--- config.mk ---
export PLATFORM = sky130hd
export DESIGN_NAME = bsu_branch_skip_unit
export DESIGN_NICKNAME = d
export VERILOG_FILES = /design/src/rtl/bsu_pkg.sv /design/src/rtl/bsu_branch_skip_unit.sv
export VERILOG_INCLUDE_DIRS = /design/src /design/src/rtl
export SDC_FILE = /design/constraint.sdc
export NUM_CORES = 1
export LEC_CHECK = 0
export BUFFER_PORTS_ARGS = -buffer_cell sky130_fd_sc_hd__buf_2
export CAP_MARGIN = 0
export CORE_MARGIN = 2
export CORE_UTILIZATION = 53
export DETAILED_ROUTE_END_ITERATION = 16
export PLACE_DENSITY = 0.84
export SYNTH_ARGS = -nofsm -noshare
export SYNTH_HDL_FRONTEND = slang
export SYNTH_SLANG_ARGS = --single-unit
--- constraint.sdc ---
create_clock -name clk_sys -period 2.69 [get_ports clk_sys]
set_input_delay 0 -clock clk_sys [delete_from_list [all_inputs] [get_ports clk_sys]]
set_output_delay 0 -clock clk_sys [all_outputs]
set_load 0.01 [all_outputs]
--- src/rtl/bsu_defines.svh ---
`ifndef BSU_DEFINES_SVH
`define BSU_DEFINES_SVH

// ----------------------------------------
// register map (byte addresses, 32-bit words)
// ----------------------------------------
`define BSU_AW            8
`define BSU_ADDR_CTRL     8'h00
`define BSU_ADDR_FLAGS    8'h04
`define BSU_ADDR_LAST     8'h08
`define BSU_ADDR_COUNT    8'h0c

// ----------------------------------------
// field positions and reset values
// ----------------------------------------
`define BSU_CTRL_EN_BIT   0
`define BSU_CTRL_RST      1'b1
`define BSU_FLAGS_RST     8'h00
`define BSU_LAST_TAKEN    0
`define BSU_LAST_BUSY     1
`define BSU_LAST_CYC_LSB  8

// ----------------------------------------
// status flag bit positions
// ----------------------------------------
`define BSU_F_C           3'd0
`define BSU_F_Z           3'd1
`define BSU_F_N           3'd2
`define BSU_F_V           3'd3
`define BSU_F_H           3'd5
`define BSU_F_T           3'd6

// ----------------------------------------
// cycle counts and program counter steps
// ----------------------------------------
`define BSU_CYC_ONE       2'd1
`define BSU_CYC_TWO       2'd2
`define BSU_CYC_THREE     2'd3
`define BSU_STEP_ONE      2'd1
`define BSU_STEP_TWO      2'd2
`define BSU_STEP_THREE    2'd3

`endif

--- src/rtl/bsu_pkg.sv ---
package bsu_pkg;

	// ----------------------------------------
	// operation select from the decoder
	// ----------------------------------------
	typedef enum logic [3:0] {
		BSU_OP_CMP_IMM            = 4'h0,
		BSU_OP_SKIP_REG_BIT_CLEAR = 4'h1,
		BSU_OP_SKIP_REG_BIT_SET   = 4'h2,
		BSU_OP_SKIP_IO_BIT_CLEAR  = 4'h3,
		BSU_OP_SKIP_IO_BIT_SET    = 4'h4,
		BSU_OP_BRANCH_FLAG_SET    = 4'h5,
		BSU_OP_BRANCH_FLAG_CLEAR  = 4'h6,
		BSU_OP_BRANCH_CARRY_ONE   = 4'h7,
		BSU_OP_BRANCH_CARRY_ZERO  = 4'h8,
		BSU_OP_BRANCH_UNSIGNED_GE = 4'h9,
		BSU_OP_BRANCH_SIGNED_GE   = 4'ha,
		BSU_OP_BRANCH_SIGNED_LT   = 4'hb,
		BSU_OP_BRANCH_HALFCARRY_ONE = 4'hc,
		BSU_OP_BRANCH_TRANSFER_ONE  = 4'hd,
		BSU_OP_BRANCH_TRANSFER_ZERO = 4'he
	} bsu_op_t;

	// ----------------------------------------
	// control states, one-hot
	// ----------------------------------------
	typedef enum logic [1:0] {
		BSU_ST_IDLE = 2'b01,
		BSU_ST_EXEC = 2'b10
	} bsu_state_t;

endpackage : bsu_pkg

--- src/rtl/bsu_branch_skip_unit.sv ---
// What this block does
// - compare immediate subtracts constant, no writeback, sets Z N V C H, one cycle
// - register bit zero skips next instruction, pc plus 2 or 3, 1-3 cycles
// - io bit one skips next instruction, pc plus 2 or 3
// - io bit zero skips next instruction, else pc plus one
// - selected flag one branches to pc plus offset plus one, 1 or 2 cycles
// - selected flag zero branches to pc plus offset plus one, else falls through
// - carry zero branch taken on clear carry; carry one variant on set carry
// - unsigned same-or-higher branch taken when carry is zero
// - signed greater-or-equal branch taken when N xor V is zero
// - signed less-than branch taken when N xor V is one
// - half-carry branch taken when half-carry flag is one
// - transfer branch taken when transfer flag is one, else sequential
// - transfer-cleared branch taken when transfer flag is zero
`timescale 1ns/1ps
`default_nettype none
`include "bsu_defines.svh"

module bsu_branch_skip_unit #(
	parameter int PC_W  = 12,
	parameter int OFS_W = 7,
	parameter int CNT_W = 16
) (
	input  wire logic                 clk_sys,
	input  wire logic                 srst,
	// apb slave
	input  wire logic                 psel,
	input  wire logic                 penable,
	input  wire logic                 pwrite,
	input  wire logic [`BSU_AW-1:0]   paddr,
	input  wire logic [31:0]          pwdata,
	output logic      [31:0]          prdata,
	output logic                      pready,
	output logic                      pslverr,
	// decoder side
	input  wire logic                 instr_valid,
	output logic                      instr_ready,
	input  wire bsu_pkg::bsu_op_t     instr_op,
	input  wire logic [7:0]           reg_value,
	input  wire logic [7:0]           imm_value,
	input  wire logic [7:0]           io_value,
	input  wire logic [2:0]           bit_sel,
	input  wire logic [OFS_W-1:0]     branch_offset,
	input  wire logic                 next_two_word,
	input  wire logic [PC_W-1:0]      pc_in,
	// program counter and flags side
	output logic                      done,
	output logic                      pc_load,
	output logic      [PC_W-1:0]      pc_next,
	output logic                      taken,
	output logic      [7:0]           status_flags
);
	import bsu_pkg::*;

	// ----------------------------------------
	// state
	// ----------------------------------------
	typedef struct packed {
		bsu_state_t       st;
		logic [1:0]       cnt;
		logic [1:0]       cyc;
		logic             done;
		logic             taken;
		logic [PC_W-1:0]  pc;
		logic [7:0]       flags;
		logic             en;
		logic [CNT_W-1:0] count;
		logic [31:0]      rdata;
		logic             slverr;
	} bsu_regs_t;

	bsu_regs_t r_q;
	bsu_regs_t r_d;

	// ----------------------------------------
	// helpers
	// ----------------------------------------
	// one bit of a byte, shared by skips and flag branches
	function automatic logic bit_at(input logic [7:0] v, input logic [2:0] i);
		bit_at = v[i];
	endfunction : bit_at

	// pc arithmetic wraps at PC_W bits, like the real counter
	function automatic logic [PC_W-1:0] pc_step(input logic [PC_W-1:0] pc,
		input logic [1:0] step);
		pc_step = pc + PC_W'(step);
	endfunction : pc_step

	// ----------------------------------------
	// compare and condition decode
	// ----------------------------------------
	logic [7:0]      cmp_res;
	logic [7:0]      cmp_flags;
	logic            cond;
	logic            is_skip;
	logic            is_branch;
	logic [PC_W-1:0] ofs_ext;
	logic [PC_W-1:0] target;
	logic [1:0]      skip_step;
	logic            n_xor_v;
	logic            fc;
	logic            fh;
	logic            ft;

	// flag taps from the stored status byte
	assign fc      = r_q.flags[`BSU_F_C];
	assign fh      = r_q.flags[`BSU_F_H];
	assign ft      = r_q.flags[`BSU_F_T];
	assign n_xor_v = r_q.flags[`BSU_F_N] ^ r_q.flags[`BSU_F_V];

	assign ofs_ext = {{(PC_W-OFS_W){branch_offset[OFS_W-1]}}, branch_offset};
	// taken target is pc plus offset plus one
	assign target  = pc_step(pc_in + ofs_ext, `BSU_STEP_ONE);
	// length of the instruction being stepped over decides 2 or 3
	assign skip_step = next_two_word ? `BSU_STEP_THREE : `BSU_STEP_TWO;

	always_comb begin
		// carry and half carry are borrows out of bit 7 and bit 3
		cmp_res   = reg_value - imm_value;
		cmp_flags = r_q.flags;
		cmp_flags[`BSU_F_Z] = (cmp_res == 8'h00);
		cmp_flags[`BSU_F_N] = cmp_res[7];
		cmp_flags[`BSU_F_V] = (reg_value[7] & ~imm_value[7] & ~cmp_res[7]) |
			(~reg_value[7] & imm_value[7] & cmp_res[7]);
		cmp_flags[`BSU_F_C] = (~reg_value[7] & imm_value[7]) |
			(imm_value[7] & cmp_res[7]) | (cmp_res[7] & ~reg_value[7]);
		cmp_flags[`BSU_F_H] = (~reg_value[3] & imm_value[3]) |
			(imm_value[3] & cmp_res[3]) | (cmp_res[3] & ~reg_value[3]);
	end

	// condition per operation; flags read as they stand at issue
	always_comb begin
		cond      = 1'b0;
		is_skip   = 1'b0;
		is_branch = 1'b1;
		case (instr_op)
			BSU_OP_CMP_IMM: begin
				is_branch = 1'b0;
			end
			BSU_OP_SKIP_REG_BIT_CLEAR: begin
				is_branch = 1'b0;
				is_skip   = 1'b1;
				cond      = ~bit_at(reg_value, bit_sel);
			end
			// register bit set skip, the mirror of the clear form
			BSU_OP_SKIP_REG_BIT_SET: begin
				is_branch = 1'b0;
				is_skip   = 1'b1;
				cond      = bit_at(reg_value, bit_sel);
			end
			BSU_OP_SKIP_IO_BIT_CLEAR: begin
				is_branch = 1'b0;
				is_skip   = 1'b1;
				cond      = ~bit_at(io_value, bit_sel);
			end
			BSU_OP_SKIP_IO_BIT_SET: begin
				is_branch = 1'b0;
				is_skip   = 1'b1;
				cond      = bit_at(io_value, bit_sel);
			end
			BSU_OP_BRANCH_FLAG_SET: begin
				cond = bit_at(r_q.flags, bit_sel);
			end
			BSU_OP_BRANCH_FLAG_CLEAR: begin
				cond = ~bit_at(r_q.flags, bit_sel);
			end
			BSU_OP_BRANCH_CARRY_ONE: begin
				cond = fc;
			end
			BSU_OP_BRANCH_CARRY_ZERO: begin
				cond = ~fc;
			end
			BSU_OP_BRANCH_UNSIGNED_GE: begin
				cond = ~fc;
			end
			BSU_OP_BRANCH_SIGNED_GE: begin
				cond = ~n_xor_v;
			end
			BSU_OP_BRANCH_SIGNED_LT: begin
				cond = n_xor_v;
			end
			BSU_OP_BRANCH_HALFCARRY_ONE: begin
				cond = fh;
			end
			BSU_OP_BRANCH_TRANSFER_ONE: begin
				cond = ft;
			end
			BSU_OP_BRANCH_TRANSFER_ZERO: begin
				cond = ~ft;
			end
			default: begin
				is_branch = 1'b0;
			end
		endcase
	end

	// ----------------------------------------
	// handshake and apb decode
	// ----------------------------------------
	logic accept;
	logic apb_setup;
	logic apb_wr;

	// no new instruction while one is still counting down
	// valid while busy or disabled is ignored, nothing is queued
	assign instr_ready = r_q.en & (r_q.st == BSU_ST_IDLE);
	assign accept      = instr_valid & instr_ready;
	assign apb_setup   = psel & ~penable;
	assign apb_wr      = psel & penable & pwrite;

	// ----------------------------------------
	// next state
	// ----------------------------------------
	always_comb begin
		// one instruction in flight at a time; done lasts one cycle
		r_d      = r_q;
		r_d.done = 1'b0;

		// read data captured in setup so prdata comes from a flop
		if (apb_setup) begin
			r_d.slverr = 1'b0;
			case (paddr)
				`BSU_ADDR_CTRL:  r_d.rdata = {31'h0, r_q.en};
				`BSU_ADDR_FLAGS: r_d.rdata = {24'h0, r_q.flags};
				`BSU_ADDR_LAST: begin
					r_d.rdata = 32'h0;
					r_d.rdata[`BSU_LAST_TAKEN] = r_q.taken;
					r_d.rdata[`BSU_LAST_BUSY]  = (r_q.st == BSU_ST_EXEC);
					r_d.rdata[`BSU_LAST_CYC_LSB +: 2] = r_q.cyc;
				end
				`BSU_ADDR_COUNT: r_d.rdata = 32'(r_q.count);
				default: begin
					r_d.rdata  = 32'h0;
					r_d.slverr = 1'b1;
				end
			endcase
		end

		// software writes; a flag update from an instruction below wins
		// the last-instruction word is read only, a write there is dropped quietly
		if (apb_wr) begin
			case (paddr)
				`BSU_ADDR_CTRL:  r_d.en    = pwdata[`BSU_CTRL_EN_BIT];
				`BSU_ADDR_FLAGS: r_d.flags = pwdata[7:0];
				`BSU_ADDR_COUNT: r_d.count = '0;
				default: ;
			endcase
		end

		case (r_q.st)
			BSU_ST_IDLE: begin
				if (accept) begin
					r_d.st    = BSU_ST_EXEC;
					r_d.taken = cond;
					if (is_skip) begin
						// skip steps over one or two words
						r_d.pc  = cond ? pc_step(pc_in, skip_step)
							: pc_step(pc_in, `BSU_STEP_ONE);
						r_d.cyc = cond ? (next_two_word ? `BSU_CYC_THREE
							: `BSU_CYC_TWO) : `BSU_CYC_ONE;
					end else if (is_branch) begin
						// taken long, untaken short, flags kept
						r_d.pc  = cond ? target : pc_step(pc_in, `BSU_STEP_ONE);
						r_d.cyc = cond ? `BSU_CYC_TWO : `BSU_CYC_ONE;
					end else begin
						r_d.flags = cmp_flags;
						r_d.pc    = pc_step(pc_in, `BSU_STEP_ONE);
						r_d.cyc   = `BSU_CYC_ONE;
					end
					// EXEC cycles left to wait after the first one
					r_d.cnt = r_d.cyc - `BSU_CYC_ONE;
					if (cond) begin
						r_d.count = r_q.count + CNT_W'(1);
					end
				end
			end
			BSU_ST_EXEC: begin
				// last counted cycle: pulse done and free the port
				if (r_q.cnt == '0) begin
					r_d.st   = BSU_ST_IDLE;
					r_d.done = 1'b1;
				end else begin
					// still stepping over words or settling the new pc
					r_d.cnt = r_q.cnt - `BSU_CYC_ONE;
				end
			end
			default: begin
				r_d.st = BSU_ST_IDLE;
			end
		endcase
	end

	// ----------------------------------------
	// registers
	// ----------------------------------------
	always_ff @(posedge clk_sys) begin
		if (srst) begin
			r_q        <= '0;
			r_q.st     <= BSU_ST_IDLE;
			// port comes up enabled so the decoder needs no setup write
			r_q.en     <= `BSU_CTRL_RST;
			r_q.flags  <= `BSU_FLAGS_RST;
		end else begin
			r_q <= r_d;
		end
	end

	// ----------------------------------------
	// outputs
	// ----------------------------------------
	// apb answers at once; the error only shows in the access phase
	assign prdata       = r_q.rdata;
	assign pready       = 1'b1;
	assign pslverr      = r_q.slverr & psel & penable;

	// done and pc_load are one pulse; pc_next and taken stand until the next accept
	assign done         = r_q.done;
	assign pc_load      = r_q.done;
	assign pc_next      = r_q.pc;
	assign taken        = r_q.taken;

	// flags as stored; branches read these, never a compare still in flight
	assign status_flags = r_q.flags;

endmodule : bsu_branch_skip_unit
`default_nettype wire

==> results of run 1 <==
final timing paths:
path	startpoint	to	cells past startpoint
max	status_flags[1]	r_q[36]	10
max reg2reg	status_flags[1]	r_q[36]	10
min reg2reg	prdata[0]	prdata[0]	2
min	srst	r_q[49]	3
cell usage in the layout, fill, tap and decap left out, types with 6 or more instances in the layout:
master / count
o21ai_0: 28
nand2b_1: 11
nand4_1: 6
nor2_1: 67
nand2_1: 38
clkbuf_8: 12
buf_4: 20
o211ai_1: 8
a22oi_1: 15
xnor2_1: 15
nor2b_1: 7
and2_1: 6
mux2i_1: 26
mux2_2: 12
xor2_1: 10
inv_1: 27
conb_1: 17
ha_1: 26
nand3_1: 18
dfxtp_1: 60
nor3_1: 14
and3_1: 14
nand3b_1: 12
a21oi_1: 41
buf_2: 113
a211oi_1: 11
worst max-delay path, delay by kind of cell (launching register included):
kind / cells / cell delay (ns)
mux: 3 / 0.85
compound gates: 4 / 0.80
flops: 1 / 0.38
buf+inv: 2 / 0.33
simple gates: 1 / 0.14
power groups by stage:
stage	clock (mW)	combinational [mW]	sequential (mW)
global route	0.898	0.788	0.976
floorplan	0	0.512	0.991
global placement	0	0.666	0.992
detailed placement	0	0.691	0.994
finish	0.844	0.714	0.974
CTS	0.858	0.698	0.973
what timing repair did:
item	4_1_cts	5_1_grt
pin swaps	1	1
setup buffers	0	2
gates resized for setup	0	4
setup endpoints to repair	1	5
endpoints found under the hold margin	4	0
hold buffers	4	0
cloned	0	0
final cells by class:
| type | count | share of cell area |
|---|---|---|
| Multi-Input combinational cell | 488 | 0.576 |
| Sequential cell | 62 | 0.213 |
| Timing Repair Buffer | 137 | 0.130 |
| Tap cell | 133 | 0.0285 |
| Clock buffer | 12 | 0.0283 |
| Inverter | 27 | 0.0174 |
| Clock inverter | 3 | 0.00729 |
routing by layer:
layer | part of all wire | routed length, um
met5 | 0 | 0
met3 | 0.064 | 871
met2 | 0.48 | 6600
met4 | 0.031 | 427
met1 | 0.42 | 5780
cells by family (layout without fill, tap and decap cells):
kind of cell / after synthesis / after routing / share of synthesized area
AOI/OAI and AO/OA: 157 / 157 / 0.209
xor gates and xnor gates: 25 / 25 / 0.0423
adders and majority gates: 30 / 30 / 0.0784
buffers and inverters: 109 / 179 / 0.123
DFF: 62 / 62 / 0.240
muxes: 42 / 42 / 0.0939
other: 2 / 17 / 0.00145
and+or+nand+nor: 217 / 217 / 0.212
flip-flops by register name (all words and copies together) (netlist names):
name	count
done	1
r_q	24
prdata	16
taken	1
pc_next	12
status_flags	8
==> impl_metrics.tcl, run 1 <==
set metrics [dict create \
    status "finished, final reports clean" \
    path_cells "mux2i_1 > mux4_2 > mux2i_4 > a32oi_4 > buf_4 > a21oi_4 > nor2_2 > buf_4 > a21oi_1 > a211oi_1" \
    crit_path_max_incr_delay_ns 0.52 \
    cp.arrival_ns 2.82 \
    worst_slack_ns 0.107 \
    area_growth_pct 12.8 \
    p_int_mw 1.75 \
    worst_pin_slew_ns 0.620 \
    ys_async_sr_fraction 0 \
    final_layout_size_suffix_gt1_frac 0.250 \
    synth_top_cell_area_share 0.240 \
    grt.met3_usage 0.0407 \
    fin_cells 862 \
    clock_skew_ns 0.0108 \
    clock_path_buffers 2 \
    fmax_mhz 387 \
    port_buffers 113 \
    place_area_um2 5560 \
    crit_fanout 6 \
    grt_pass1_wl_um 22100 \
    yosysTopAreaCell "dfxtp_1" \
    drt_wl_total_um 13700 \
    rsz0062_at_grt "no" \
    total_power_mw 2.53 \
    busiest_layer "met2" \
    dr.pass1.iters 4 \
    grt_pass1_vias 4788 \
    path_common_cell "buf_4" \
    cts_made_buffers 9 \
    seq_area_um2 1240 \
    r2r_slack_ns 0.11 \
    place_ws_ns -0.0376 \
    h-tree-depth 3 \
    grtUsageMet1 0.315 \
    stdcell_area_um2 5840 \
    fin_util 0.605 \
    vias 4955 \
    setup_viol 0 \
    fp.coreArea_um2 9640 \
    nets 852 \
    synth_area_um2 5170 \
    ys_seq_area_frac 0.240 \
    cp.required_ns 2.92 \
    clock_sinks 62 \
    post-route-period-util 0.960 \
    drcViolationCount 0 \
    power_density_nw_per_um2 434 \
    crit_path_end_kind "flop" \
    grt_max_degree 54 \
    ant_nets 0 \
    p_switching_uw 782 \
    n_antenna_cell 0 \
    dp.cells 841 \
    relSlewSlack 0.586 \
    die_h_um 103 \
    p_leak_nw 2.61 \
    ys_ff_latch 62 \
    p_comb_frac 0.282 \
    yosysMostFrequentCell "nor2_1" \
    slowest_stage "mux4_2" \
    yosysUniqueCellTypes 70 \
    antenna_found_initial 0 \
    grtUsageMet2 0.458 \
    fin_setup_tns_ns 0 \
    synth_warnings 0 \
    post_drt_wl_per_cell_um 15.9 \
    vias_per_cell 5.75 \
    clock_latency_ns 0.33 \
    drv_slew 0 \
    clkPwrFrac 0.333 \
    min_path_type "input port to flop" \
    peakVddDrop_mv 0.220 \
    die_area_um2 10600 \
    synth_area_leaders "dfxtp_1, buf_4, ha_1" \
    num_rows 36 \
    hold_slack_ns 0.0177 \
    grt_overflow_total 0 \
    io_pins 155 \
    hpwl_um 10500 \
    hold_violations 0 \
    clk_pin_slew_worst_paths_ns 0.07 \
    postSynthAreaPerCell_um2 8.03 \
    multi_input_comb_area_um2 3360 \
    criticalPathCategory "flop to flop" \
    netlist_top_cells_count "nor2_1, dfxtp_1, buf_4, a21oi_1, nand2_1" \
    cp-start-kind "flop" \
    p_seq_frac 0.385 \
    dieWidth_um 103 \
    drv_cap 0 \
    drt_iter0_markers 237 \
    swShare 0.309 \
    gp_congestion 0.965 \
    netlist_instances 644 \
    cts_root_buf "clkbuf_8" \
    fill_cells 870 \
    cts_tree "built" \
    ys.flop_type "dfxtp_1" \
    grtUsageTotal 0.262 \
    synth_edf_count 0 \
    initial_core_util 0.536 \
    period_needed_ns 2.58 \
]
Note: power is estimated with default switching activity, not from simulation.
==> run 2, diff against run 1 <==
--- a/config.mk
+++ b/config.mk
@@ -6,10 +6,11 @@
 export SDC_FILE = /design/constraint.sdc
 export NUM_CORES = 1
 export LEC_CHECK = 0
+export ABC_AREA = 1
 export BUFFER_PORTS_ARGS = -buffer_cell sky130_fd_sc_hd__buf_2
 export CAP_MARGIN = 0
 export CORE_MARGIN = 2
-export CORE_UTILIZATION = 53
+export CORE_UTILIZATION = 54
 export DETAILED_ROUTE_END_ITERATION = 16
 export PLACE_DENSITY = 0.84
 export SYNTH_ARGS = -nofsm -noshare
==> run 2 against run 1 <==
Effect of this change:
- combinational power is 10% higher
- fmax is 12% higher
- global-route usage is 1.1 points lower
- hold slack better by 0.0017 ns
- sequential share of layout area is 0.93 points lower
- die area is 4.7% higher
- routed wire length hardly changed
- utilization is 1.2 points higher
- synthesized cell count is 36% higher
- via count is 13% higher
- clock power is 15% lower
==> impl_metrics.tcl, run 2 <==
set metrics [dict create \
    rr_startpoint "r_q[49]" \
    status "finished, final reports clean" \
    ctsResizeCount 0 \
    die_area_um2 11100 \
    grt_pass1_vias 5191 \
    drv_slew 0 \
    grt_overflow_total 0 \
    critPathLaunch "pc_in[0]" \
    yosysUniqueCellTypes 44 \
    clock_sinks 62 \
    crit_path_max_incr_delay_ns 0.53 \
    clk_pin_slew_worst_paths_ns 0.07 \
    post_drt_wl_per_cell_um 12.5 \
    grt_max_degree 35 \
    peakVddDrop_mv 0.417 \
    path_cells "dlygate4sd3_1 > buf_2 > inv_1 > ha_1 > inv_1 > fa_1 > nand3_1 > nand2_1 > nand2_1 > nand2_1 > a21boi_0 > xor2_1 > nor2_1 > nor2_1 > nor2_1 > nor2_1 > nor2_1" \
    clock_latency_ns 0.35 \
    worst_path_dominant_cell_family "buffers and inverters" \
    ys_async_sr_fraction 0 \
    port_buffers 113 \
    h-tree-depth 3 \
    worst_pin_slew_ns 0.808 \
    cp_num_buf_inv 4 \
    fp.coreArea_um2 9860 \
    num_rows 36 \
    gp_congestion 0.936 \
    nets 1081 \
    fmax_mhz 434 \
    synth_warnings 0 \
    cts_made_buffers 9 \
    n_antenna_cell 0 \
    hold_slack_ns 0.0194 \
    netlist_instances 876 \
    cp-start-kind "input port" \
    drv_cap 0 \
    criticalPathCategory "input port to flop" \
    power_density_nw_per_um2 412 \
    layout_commonest_cell "nand2_1" \
    crit_path_end_kind "flop" \
    cts_root_buf "clkbuf_8" \
    worstHoldStart "paddr[2]" \
    relSlewSlack 0.461 \
    synth_area_um2 5530 \
    drcViolationCount 0 \
    slowest_stage "dlygate4sd3_1" \
    cp.required_ns 2.92 \
    clock_skew_ns 0.0157 \
    yosysTopAreaCell "dfxtp_1" \
    dieWidth_um 105 \
    regMostFlops "r_q" \
    setup_viol 0 \
    synth_area_leaders "dfxtp_1, nand2_1, inv_1" \
    grtUsageTotal 0.251 \
    antenna_found_initial 0 \
    area_growth_pct 10.1 \
    netlist_top_cells_count "nand2_1, inv_1, nor2_1, a21oi_1, dfxtp_1" \
    p_leak_nw 3.09 \
    ys_seq_area_frac 0.224 \
    io_pins 155 \
    synth_top_cell_area_share 0.224 \
    hpwl_um 10400 \
    grt_pass1_wl_um 23000 \
    synth_edf_count 0 \
    clock_path_buffers 2 \
    mostFrequentLayoutCells "nand2_1, buf_2, inv_1" \
    fin_util 0.617 \
    ant_nets 0 \
    vias 5602 \
    min_path_type "input port to flop" \
    vias_per_cell 5.13 \
    postSynthAreaPerCell_um2 6.31 \
    largest_register_ffs 24 \
    ys_ff_latch 62 \
    path_common_cell "nor2_1" \
    period_needed_ns 2.30 \
    drt_wl_total_um 13700 \
    cp.arrival_ns 2.53 \
    die_h_um 105 \
    drt_iter0_markers 281 \
    hold_violations 0 \
    fin_setup_tns_ns 0 \
    dr.pass1.iters 5 \
    ys.flop_type "dfxtp_1" \
    crit_fanout 4 \
    yosysMostFrequentCell "nand2_1" \
    cts_tree "built" \
    post-route-period-util 0.857 \
    rsz0062_at_grt "no" \
    initial_core_util 0.561 \
    final_layout_size_suffix_gt1_frac 0.166 \
]
## run 2: worst register-to-register path: cells and delay by family, from the launching register on
family | cells | cell delay [ns]
AO/OA/AOI/OAI | 1 | 0.42
buffers and inverters | 2 | 0.82
flip-flops | 1 | 0.31
AND/OR/NAND/NOR | 3 | 0.59
## run 2: routing by layer
metal  vias to the layer above  GRT usage  share of wire
li1                       2888          -              -
met1                      2471      0.314           0.44
met2                       206      0.429           0.47
met3                        37     0.0405          0.066
met4                         0     0.0952          0.028
met5                         -          0              0
## run 2: repair_timing
action | 4_1_cts | 5_1_grt
hold endpoints to repair | 8 | 0
buffers inserted | 0 | 0
hold buffers | 8 | 0
## run 2: final cells by class
type,instances,area [um^2]
well taps,133,166
fillers,961,3780
inverters,118,443
multi-input cells,636,3380
clock inverters,6,38.8
flip-flops and latches,62,1240
repair buffers,127,691
clock buffers,10,128
## run 2: per-stage QoR
stage               worst slack [ns]  cells  area [um^2]  total power [mW]
floorplan                      0.463    891         5590              1.62
global placement               0.231   1068         5840              1.77
detailed placement             0.159   1068         5840              1.79
CTS                            0.384   1092         6090              2.50
global route                   0.181   1092         6090              2.67
finish                         0.385   1092         6090              2.51
## run 2: cells by family after synthesis
kind of cell / count (synthesis) / share of synthesized area
and+or+nand+nor: 392 / 0.312
other: 2 / 0.00136
muxes: 2 / 0.00407
buffers and inverters: 193 / 0.174
DFF: 62 / 0.224
xor gates and xnor gates: 42 / 0.0665
adders and majority gates: 30 / 0.0733
AOI/OAI and AO/OA: 153 / 0.144
## run 2: path summary, 6_finish.rpt
kind                            slack [ns]  cells after the start          end
worst max-delay path                  0.39                     17  pc_next[10]
worst min register to register        0.46                      2    prdata[8]
worst max register to register        0.44                      6  pc_next[10]
worst min-delay path                  0.02                      4      r_q[49]
## run 2: power by group
group | total, mW | internal (mW) | switching [mW]
registers | 1.00 | 0.966 | 0.0359
logic | 0.786 | 0.293 | 0.492
clock network | 0.720 | 0.331 | 0.389
total | 2.51 | 1.59 | 0.917
